**src/fault_pkg.sv**
```systemverilog
package fault_pkg;

    // register byte offsets
    localparam logic [7:0] CTRL_OFS = 8'h00;
    localparam logic [7:0] STATUS_OFS = 8'h04;
    localparam logic [7:0] MASK_OFS = 8'h08;
    localparam logic [7:0] IRQ_OFS = 8'h0c;
    localparam logic [7:0] ID_OFS = 8'h10;

    // control register field positions
    localparam int CLEAR_FAULT_BIT = 0;
    localparam int UV_OFF_BIT = 1;
    localparam int OV_OFF_BIT = 2;
    localparam int OCP_SEL_LSB = 3;

    // overcurrent response encodings
    localparam logic [1:0] OCP_LATCH = 2'h0;
    localparam logic [1:0] OCP_RETRY = 2'h1;
    localparam logic [1:0] OCP_REPORT = 2'h2;
    localparam logic [1:0] OCP_DISABLE = 2'h3;

    // reset values
    localparam logic [31:0] CTRL_RESET = 32'h0000_0000;
    localparam logic [7:0] MASK_RESET = 8'h00;

    // arbitrary identification value
    localparam logic [31:0] BLOCK_ID = 32'h0000_5a01;

    // retry delay, time and derived cycles at 25 MHz
    localparam int CLOCK_HZ = 25_000_000;
    localparam int RETRY_US = 4000;
    localparam int RETRY_CYCLES = (RETRY_US * (CLOCK_HZ / 1_000_000));

    // status / interrupt bit positions
    localparam int ST_SUMMARY = 0;
    localparam int ST_SUPPLY_UV = 1;
    localparam int ST_SUPPLY_OV = 2;
    localparam int ST_SWITCH_OC = 3;
    localparam int ST_SHUNT_OC = 4;
    localparam int ST_GATE_V = 5;
    localparam int ST_OTHER = 6;
    localparam int ST_LOGIC_UV = 7;

    typedef enum logic [1:0] {
        MODE_OPERATING = 2'b00,
        MODE_SLEEP = 2'b01,
        MODE_SHUTDOWN = 2'b11
    } dev_mode_e;

    // live fault conditions from the analog monitors
    typedef struct packed {
        logic logic_rail_uv;
        logic supply_uv;
        logic supply_ov;
        logic switch_drop_overcurrent;
        logic shunt_overcurrent;
        logic gate_voltage_fault;
        logic drive_rail_overvoltage;
        logic other_fault;
    } fault_in_s;

    // power and driver controls
    typedef struct packed {
        logic gate_block;
        logic gate_hiz_pulldown;
        logic first_regulator_en;
        logic second_regulator_en;
        logic third_regulator_en;
        logic buck_en;
        logic pump_en;
        logic pump_buck_hiz;
    } power_ctl_s;

    typedef struct packed {
        logic [7:0] sync;
        logic [7:0] live;
    } sync_s;

endpackage : fault_pkg

```
**src/level_sync.sv**
```systemverilog
`timescale 1ns/1ns
`default_nettype none

module level_sync #(
    parameter int WIDTH = 8
) (
    input wire logic clk,
    input wire logic rst_b,
    input wire logic [WIDTH-1:0] din,
    output logic [WIDTH-1:0] dout
);
    logic [WIDTH-1:0] meta_q;
    logic [WIDTH-1:0] sync_q;

    // two flops, first read only by second
    always_ff @(posedge clk) begin
        if (!rst_b) begin
            meta_q <= '0;
            sync_q <= '0;
        end else begin
            meta_q <= din;
            sync_q <= meta_q;
        end
    end

    assign dout = sync_q;

endmodule : level_sync

`default_nettype wire

```
**src/supply_fault_manager.sv**
```systemverilog
`timescale 1ns/1ns
`default_nettype none

// Summary of operation
// - fault pin low while any fault present, except overcurrent with the disable response selected
// - release only when faults gone, rails up
// - latch pin only for overcurrent and gate faults
// - enable toggle or clear releases latched pin
// - status cleared by enable rise or clear
// - logic rail undervoltage enters Shutdown, blocks drivers
// - logic rail recovery moves to Sleep
// - supply undervoltage blocks drivers, second regulator, buck and pump off
// - supply undervoltage recovery auto releases, flags stay
// - undervoltage detect off: report only
// - supply overvoltage blocks drivers, second regulator, buck and pump off
// - overvoltage recovery restarts second regulator, buck and pump, drivers stay blocked
// - overvoltage detect off: report only
// - drive rail recovery releases pump buck hiz
// - retry mode releases after retry delay
module supply_fault_manager
    import fault_pkg::*;
#(
    parameter int RETRY_COUNT = RETRY_CYCLES
) (
    input wire logic CLOCK,
    input wire logic RST_B,
    input wire logic PSEL,
    input wire logic PENABLE,
    input wire logic PWRITE,
    input wire logic [7:0] PADDR,
    input wire logic [31:0] PWDATA,
    output logic [31:0] PRDATA,
    output logic PREADY,
    output logic PSLVERR,
    input wire fault_pkg::fault_in_s FAULTS,
    input wire logic ENABLE_PIN,
    input wire logic RAILS_READY,
    output logic FAULT_INDICATOR_N_O,
    output logic FAULT_INDICATOR_N_OE,
    output fault_pkg::power_ctl_s POWER_CTL,
    output fault_pkg::dev_mode_e DEVICE_MODE,
    output logic IRQ
);
    import fault_pkg::*;

    typedef struct packed {
        logic supply_uv_detect_off;
        logic supply_ov_detect_off;
        logic [1:0] overcurrent_response_sel;
        logic [7:0] status;
        logic [7:0] mask;
        logic [7:0] irq_status;
        logic pin_latch;
        logic ov_gate_hold;
        logic oc_gate_hold;
        logic retry_active;
        logic [31:0] retry_cnt;
        logic drv_ov_seen;
        logic en_prev;
        logic en_was_low;
        logic [31:0] prdata;
        dev_mode_e mode;
    } state_s;

    state_s q, d;
    logic [7:0] sync_out;
    fault_in_s f;
    logic en_s;
    logic rails_s;
    logic apb_wr;
    logic apb_rd;
    logic clear_fault_cmd;
    logic en_rise;
    logic clear_evt;
    logic oc_live;
    logic [7:0] event_set;
    logic live_pin_low;

    // external pins cross into the clock domain
    level_sync #(.WIDTH(8)) u_sync_faults (
        .clk(CLOCK),
        .rst_b(RST_B),
        .din(FAULTS),
        .dout(sync_out)
    );

    level_sync #(.WIDTH(2)) u_sync_pins (
        .clk(CLOCK),
        .rst_b(RST_B),
        .din({ENABLE_PIN, RAILS_READY}),
        .dout({en_s, rails_s})
    );

    assign f = fault_in_s'(sync_out);

    // apb strobes, zero wait state
    assign apb_wr = PSEL && PENABLE && PWRITE;
    assign apb_rd = PSEL && !PENABLE && !PWRITE;
    assign PREADY = 1'b1;
    assign PSLVERR = 1'b0;
    assign PRDATA = q.prdata;

    // clear command is a one-cycle write pulse, never stored
    assign clear_fault_cmd = apb_wr && (PADDR == CTRL_OFS) && PWDATA[CLEAR_FAULT_BIT];
    // rising edge that ends an enable low pulse
    assign en_rise = en_s && !q.en_prev && q.en_was_low;
    assign clear_evt = clear_fault_cmd || en_rise;

    assign oc_live = f.switch_drop_overcurrent || f.shunt_overcurrent;

    // new events for status flags
    always_comb begin
        event_set = '0;
        event_set[ST_SUPPLY_UV] = f.supply_uv;
        event_set[ST_SUPPLY_OV] = f.supply_ov;
        event_set[ST_SWITCH_OC] = f.switch_drop_overcurrent && (q.overcurrent_response_sel != OCP_DISABLE);
        event_set[ST_SHUNT_OC] = f.shunt_overcurrent && (q.overcurrent_response_sel != OCP_DISABLE);
        event_set[ST_GATE_V] = f.gate_voltage_fault;
        event_set[ST_OTHER] = f.other_fault || f.drive_rail_overvoltage;
        event_set[ST_LOGIC_UV] = f.logic_rail_uv;
        event_set[ST_SUMMARY] = |event_set[7:1];
    end

    // live conditions holding the pin low
    assign live_pin_low = f.logic_rail_uv || f.supply_uv || f.supply_ov || f.other_fault
        || f.drive_rail_overvoltage || f.gate_voltage_fault
        || (oc_live && (q.overcurrent_response_sel != OCP_DISABLE));

    // next-state logic
    always_comb begin
        d = q;
        d.en_prev = en_s;
        if (!en_s) begin
            d.en_was_low = 1'b1;
        end else if (en_rise) begin
            d.en_was_low = 1'b0;
        end

        // register writes
        if (apb_wr) begin
            case (PADDR)
                CTRL_OFS: begin
                    d.supply_uv_detect_off = PWDATA[UV_OFF_BIT];
                    d.supply_ov_detect_off = PWDATA[OV_OFF_BIT];
                    d.overcurrent_response_sel = PWDATA[OCP_SEL_LSB +: 2];
                end
                MASK_OFS: d.mask = PWDATA[7:0];
                IRQ_OFS: d.irq_status = q.irq_status & ~PWDATA[7:0];
                default: d.mask = q.mask;
            endcase
        end

        // status: clear first, new events win over clear
        if (clear_evt) begin
            d.status = '0;
            d.oc_gate_hold = 1'b0;
            d.ov_gate_hold = 1'b0;
        end
        if (q.retry_active && q.retry_cnt == 32'(RETRY_COUNT - 1)) begin
            d.status[ST_SWITCH_OC] = 1'b0;
            d.status[ST_SHUNT_OC] = 1'b0;
            d.retry_active = 1'b0;
            d.oc_gate_hold = 1'b0;
            d.retry_cnt = '0;
        end else if (q.retry_active) begin
            d.retry_cnt = q.retry_cnt + 32'd1;
        end
        d.status = d.status | event_set;
        d.irq_status = d.irq_status | event_set;

        // pin latch for overcurrent and gate faults
        if (clear_evt && !f.gate_voltage_fault && !oc_live) begin
            d.pin_latch = 1'b0;
        end
        if (f.gate_voltage_fault
            || (oc_live && q.overcurrent_response_sel != OCP_DISABLE
                && q.overcurrent_response_sel != OCP_RETRY)) begin
            d.pin_latch = 1'b1;
        end
        if (oc_live && q.overcurrent_response_sel == OCP_RETRY) begin
            d.retry_active = 1'b1;
            d.retry_cnt = '0;
            d.oc_gate_hold = 1'b1;
        end
        if (f.gate_voltage_fault
            || (oc_live && q.overcurrent_response_sel == OCP_LATCH)) begin
            d.oc_gate_hold = 1'b1;
        end
        if (f.supply_ov && !q.supply_ov_detect_off) begin
            d.ov_gate_hold = 1'b1;
        end
        if (f.drive_rail_overvoltage) begin
            d.drv_ov_seen = 1'b1;
        end else if (q.drv_ov_seen) begin
            d.drv_ov_seen = 1'b0;
        end

        // device mode
        // logic rail undervoltage outranks the enable pin
        if (f.logic_rail_uv) begin
            d.mode = MODE_SHUTDOWN;
        end else begin
            case (q.mode)
                MODE_SHUTDOWN: d.mode = MODE_SLEEP;
                MODE_SLEEP: if (en_s) d.mode = MODE_OPERATING;
                default: if (!en_s) d.mode = MODE_SLEEP;
            endcase
        end

        // read data
        d.prdata = '0;
        if (apb_rd) begin
            case (PADDR)
                CTRL_OFS: d.prdata = {27'h0, q.overcurrent_response_sel,
                    q.supply_ov_detect_off, q.supply_uv_detect_off, 1'b0};
                STATUS_OFS: d.prdata = {24'h0, q.status};
                MASK_OFS: d.prdata = {24'h0, q.mask};
                IRQ_OFS: d.prdata = {24'h0, q.irq_status};
                ID_OFS: d.prdata = BLOCK_ID;
                default: d.prdata = '0;
            endcase
        end
    end

    // state register
    always_ff @(posedge CLOCK) begin
        if (!RST_B) begin
            q <= '0;
            q.supply_uv_detect_off <= CTRL_RESET[UV_OFF_BIT];
            q.supply_ov_detect_off <= CTRL_RESET[OV_OFF_BIT];
            q.overcurrent_response_sel <= CTRL_RESET[OCP_SEL_LSB +: 2];
            q.mask <= MASK_RESET;
            q.mode <= MODE_SLEEP;
        end else begin
            q <= d;
        end
    end

    // pin drives low on live fault, latch, pending retry, or rails not ready
    always_comb begin
        FAULT_INDICATOR_N_O = 1'b0;
        FAULT_INDICATOR_N_OE = live_pin_low || q.pin_latch || q.retry_active || !rails_s;
    end

    // power and gate-driver controls
    always_comb begin
        logic uv_act;
        logic ov_act;
        uv_act = f.supply_uv && !q.supply_uv_detect_off;
        ov_act = f.supply_ov && !q.supply_ov_detect_off;
        POWER_CTL = '0;
        POWER_CTL.first_regulator_en = 1'b1;
        POWER_CTL.third_regulator_en = 1'b1;
        if (q.mode == MODE_SHUTDOWN) begin
            POWER_CTL.gate_block = 1'b1;
            POWER_CTL.gate_hiz_pulldown = 1'b1;
        end else begin
            POWER_CTL.second_regulator_en = !(uv_act || ov_act);
            POWER_CTL.buck_en = !(uv_act || ov_act) && !f.drive_rail_overvoltage;
            POWER_CTL.pump_en = !(uv_act || ov_act) && !f.drive_rail_overvoltage;
            POWER_CTL.pump_buck_hiz = f.drive_rail_overvoltage;
            POWER_CTL.gate_block = uv_act || ov_act || q.ov_gate_hold || q.oc_gate_hold;
            POWER_CTL.gate_hiz_pulldown = POWER_CTL.gate_block;
        end
    end

    assign DEVICE_MODE = q.mode;
    assign IRQ = |(q.irq_status & q.mask);

endmodule : supply_fault_manager

`default_nettype wire

```
**config.mk**
```make
export PLATFORM = sky130hd
export DESIGN_NAME = supply_fault_manager
export DESIGN_NICKNAME = d
export VERILOG_FILES = /design/src/fault_pkg.sv /design/src/level_sync.sv /design/src/supply_fault_manager.sv
export SDC_FILE = /design/constraint.sdc
export NUM_CORES = 1
export LEC_CHECK = 0
export ABC_CLOCK_PERIOD_IN_PS = 2200
export BUFFER_PORTS_ARGS = -buffer_cell sky130_fd_sc_hd__buf_4
export CORE_ASPECT_RATIO = 0.6
export CORE_MARGIN = 1
export CORE_UTILIZATION = 50
export CTS_CLUSTER_DIAMETER = 40
export DETAILED_ROUTE_END_ITERATION = 12
export GPL_TIMING_DRIVEN = 0
export HOLD_SLACK_MARGIN = 0.15
export PLACE_DENSITY = 0.84
export SETUP_SLACK_MARGIN = 0.05
export SYNTH_ARGS = -nofsm -noshare
export SYNTH_HDL_FRONTEND = slang
export SYNTH_HIERARCHICAL = 1
export SYNTH_SLANG_ARGS = --single-unit
```
**constraint.sdc**
```tcl
create_clock -name CLOCK -period 2.2 [get_ports CLOCK]
set_input_delay 0.33 -clock CLOCK [delete_from_list [all_inputs] [get_ports CLOCK]]
set_output_delay 0.33 -clock CLOCK [all_outputs]
set_load 0.02 [all_outputs]
```
==> reports/metrics.csv <==
stage,metric,value,unit
run_status,status,finished clean,
power_and_ir_drop,swShare,22.1,%
synth,muxShareOfSynthArea,3.42,%
critical_path,worst-setup-path-type,reg2reg,
critical_path,cp_slowest_cell,or4_4,
sta,finalMaxSlewViolations,0,
cells_and_area,n_antenna_cell,0,
drt,wirelength,10.0,mm
die,die_w,121,um
drt,firstDrtPassIters,5,
cells_and_area,drive_above_1_share,30.9,%
power_and_ir_drop,p_per_area,732,nW/um2
global_routing,grt_usage,23.4,%
synth,synthSimpleGateAreaFrac,25.3,%
cells_and_area,final_core_util,66.8,%
cells_and_area,fin_nets,617,
drt,drc,0,
sta,period_minus_slack,2.13,ns
drt,antenna_left,0,
synth,synth_flop_cell,dfxtp_1,
global_routing,grt_max_degree,17,
sta,finalHoldViolCount,0,
synth,ys_warn_count,6,
critical_path,cp_slowest_stage_delay,0.57,ns
critical_path,reg2reg_to,q[49]$_SDFFE_PP0P_,
critical_path,critPathLaunch,q[53]$_SDFFE_PP0P_,
critical_path,cp-start-kind,flip-flop,
cells_and_area,syn_to_final_growth,26.7,%
min_path,hp-class,in2reg,
synth,synth_compound_area_share,8.73,%
drt,dr_total_vias,3565,
power_and_ir_drop,power_frac_clock,45.3,%
global_routing,grt_pass1_wl,15.5,mm
power_and_ir_drop,switchingPower,869,uW
die,coreArea,8040,um2
sta,setup_violations,0,
placed_design,io_buffers,52,
critical_path,crit_path_end_kind,flip-flop,
power_and_ir_drop,p_leak,0.00223,uW
placed_design,gp_congestion,0.878,
sta,holdWs,0.185,ns
power_and_ir_drop,power_frac_comb,8.3,%
critical_path,cp_max_fo,5,
cts,cts_tree,done,
critical_path,worst-r2r-cell-count,7,
synth,synth_edf_count,0,
synth,synthXorXnorAreaFrac,6.40,%
synth,synth_fa_ha_area_share,0.295,%
die,start_util,52.8,%
critical_path,cp.required,2.44,ns
synth,synth_top_family_by_area,simple AND/OR/NAND/NOR gates,
critical_path,r2r_slack,0.07,ns
critical_path,worstPathCellList,nand2_1 > or4_1 > or4_4 > nand3b_1 > buf_6 > buf_4 > nor2_1,
placed_design,dp_hpwl,6.90,mm
sta,tns,0,ns
critical_path,worstPathArrival,2.37,ns
sta,post-route-period-util,96.8,%
cts,clock_latency,0.34,ns
cts,cts_max_path_buffers,2,
sta,tightest_slew,0.685,ns
die,dieHeight,73.3,um
sta,max_freq,470,MHz
die,io_pins,102,
critical_path,r2r-start,q[53]$_SDFFE_PP0P_,
min_path,hold_depth,2,
power_and_ir_drop,internal_power,3070,uW
drt,wire_per_inst,14.9,um
cts,cts_buffers,9,
sta,fin_skew,0.00804,ns
cells_and_area,final_area,5370,um2
cts,cts-root-buf,clkbuf_16,
placed_design,pre_cts_slack,-0.221,ns
synth,synth_seq_area_share,45.8,%
die,rows,25,
cts,cts_sinks,97,
synth,syn_area,4240,um2
synth,synthCells,460,
placed_design,placed_area,4850,um2
sta,setup_ws,0.0711,ns
die,die_area,8870,um2
sta,rsz0062_at_grt,yes,
cts,ctsHtreeMaxLevel,3,
drt,viasPerCell,5.29,
flow_run,max_cap_viol_count,0,
power_and_ir_drop,seq_power_share,46.3,%
critical_path,cp-endpoint,q[49]$_SDFFE_PP0P_,
power_and_ir_drop,irDropWorstVdd,0.403,mV
drt,first_iter_violations,316,
sta,relSlewSlack,54.0,%
global_routing,grt_pass1_vias,3167,
synth,ys_async_sr_fraction,0,%
global_routing,antenna_found_initial,0,
global_routing,grt_overflow,0,
cts,path_clk_slew,0.07,ns
synth,yosysUniqueCellTypes,50,
synth,ys_seq_elements,97,
synth,avgSynthCellArea,9.22,um2
routing by layer:
| layer | GRT usage, % | routed length [um] | part of all wire, % | vias to the layer above |
|---|---|---|---|---|
| li1 | - | - | - | 1721 |
| met1 | 30.3 | 4430 | 44 | 1679 |
| met2 | 38.3 | 4670 | 47 | 159 |
| met3 | 7.69 | 867 | 8.7 | 6 |
| met4 | 5.08 | 52 | 0.52 | 0 |
| met5 | 0 | 0 | 0 | - |
cell usage in the layout (no fill, tap or decap), types with 13 or more instances in the layout:
cell	instances
nand2_1	36
and2_1	13
conb_1	25
o21ai_0	17
dfxtp_1	91
nand3_1	24
nor2_1	48
xor2_1	23
buf_4	107
nand4_1	15
how the worst min path moves through the flow:
| stage | start | end |
|---|---|---|
| after floorplan | u_sync_pins/meta_q[0]$_SDFF_PN0_ | u_sync_pins/dout[0]$_SDFF_PN0_ |
| final | PWDATA[6] | q[79]$_SDFF_PN0_ |
| after detailed placement | u_sync_pins/meta_q[1]$_SDFF_PN0_ | u_sync_pins/dout[1]$_SDFF_PN0_ |
| after CTS | PWDATA[5] | q[78]$_SDFF_PN0_ |
| after global placement | u_sync_pins/meta_q[1]$_SDFF_PN0_ | u_sync_pins/dout[1]$_SDFF_PN0_ |
| after global routing | PWDATA[3] | q[76]$_SDFF_PN0_ |
power by group through the flow:
| stage | sequential, uW | combinational [uW] | clock [uW] |
|---|---|---|---|
| after floorplan | 1850 | 206 | 0 |
| after global placement | 1860 | 302 | 0 |
| after detailed placement | 1860 | 308 | 0 |
| after CTS | 1820 | 320 | 1810 |
| after global routing | 1830 | 354 | 1880 |
| final | 1820 | 329 | 1780 |
per-stage QoR:
stage | total power [uW] | std cells
2_1_floorplan | 2060 | 483
3_3_place_gp | 2160 | 643
3_5_place_dp | 2170 | 643
4_1_cts | 3950 | 665
5_1_grt | 4060 | 674
6_report | 3940 | 674
synthesized netlist by cell type (8+ instances only):
cell type | count | share of area [%]
nor2b_1 | 11 | 1.6
buf_4 | 42 | 7.4
xor2_1 | 23 | 4.7
nand4_1 | 15 | 2.2
o21ai_0 | 17 | 2.0
nand3_1 | 24 | 2.8
nand2_1 | 36 | 3.2
dfxtp_1 | 97 | 46
a21boi_0 | 11 | 1.9
xnor2_1 | 8 | 1.7
nor2_1 | 48 | 4.2
nor4_1 | 9 | 1.3
and3_1 | 8 | 1.2
and2_1 | 13 | 1.9
and2_2 | 12 | 2.1
timing repair:
action / 4_1_cts / 5_1_grt
buffers inserted: 4 / 9
setup endpoints to repair: 31 / 42
cloned: 2 / 0
hold buffers: 0 / 0
pin swaps: 1 / 5
gates resized for setup: 10 / 15
critical path, delay by kind of cell, from the launching register on:
kind                   cells  cell delay (ns)
flip-flops                 1             0.34
AND/OR/NAND/NOR            5             1.40
buffers and inverters      2             0.28
flip-flops by register name (all words and copies together) (netlist names):
register,flops
q,66
u_sync_faults/meta_q,8
u_sync_faults/dout,8
DEVICE_MODE,2
u_sync_pins/dout,2
u_sync_pins/meta_q,2
PRDATA,9
final cells by class:
| type | count | area (um2) |
|---|---|---|
| Fill cell | 596 | 2670 |
| Multi-Input combinational cell | 321 | 1990 |
| Sequential cell | 97 | 1950 |
| Timing Repair Buffer | 67 | 510 |
| Buffer | 58 | 417 |
| Clock buffer | 9 | 225 |
| Tap cell | 108 | 135 |
| Clock inverter | 7 | 119 |
| Inverter | 7 | 26.3 |
cell families (layout without fill, tap and decap cells):
| logic type | count (synthesis) | in the layout |
|---|---|---|
| simple gates | 199 | 199 |
| flops | 97 | 97 |
| buf+inv | 65 | 148 |
| compound gates | 56 | 56 |
| xor+xnor | 31 | 31 |
| mux | 9 | 9 |
| other cells | 2 | 25 |
| fa+ha+maj | 1 | 1 |
No activity file was read; power rests on OpenSTA's default activity.
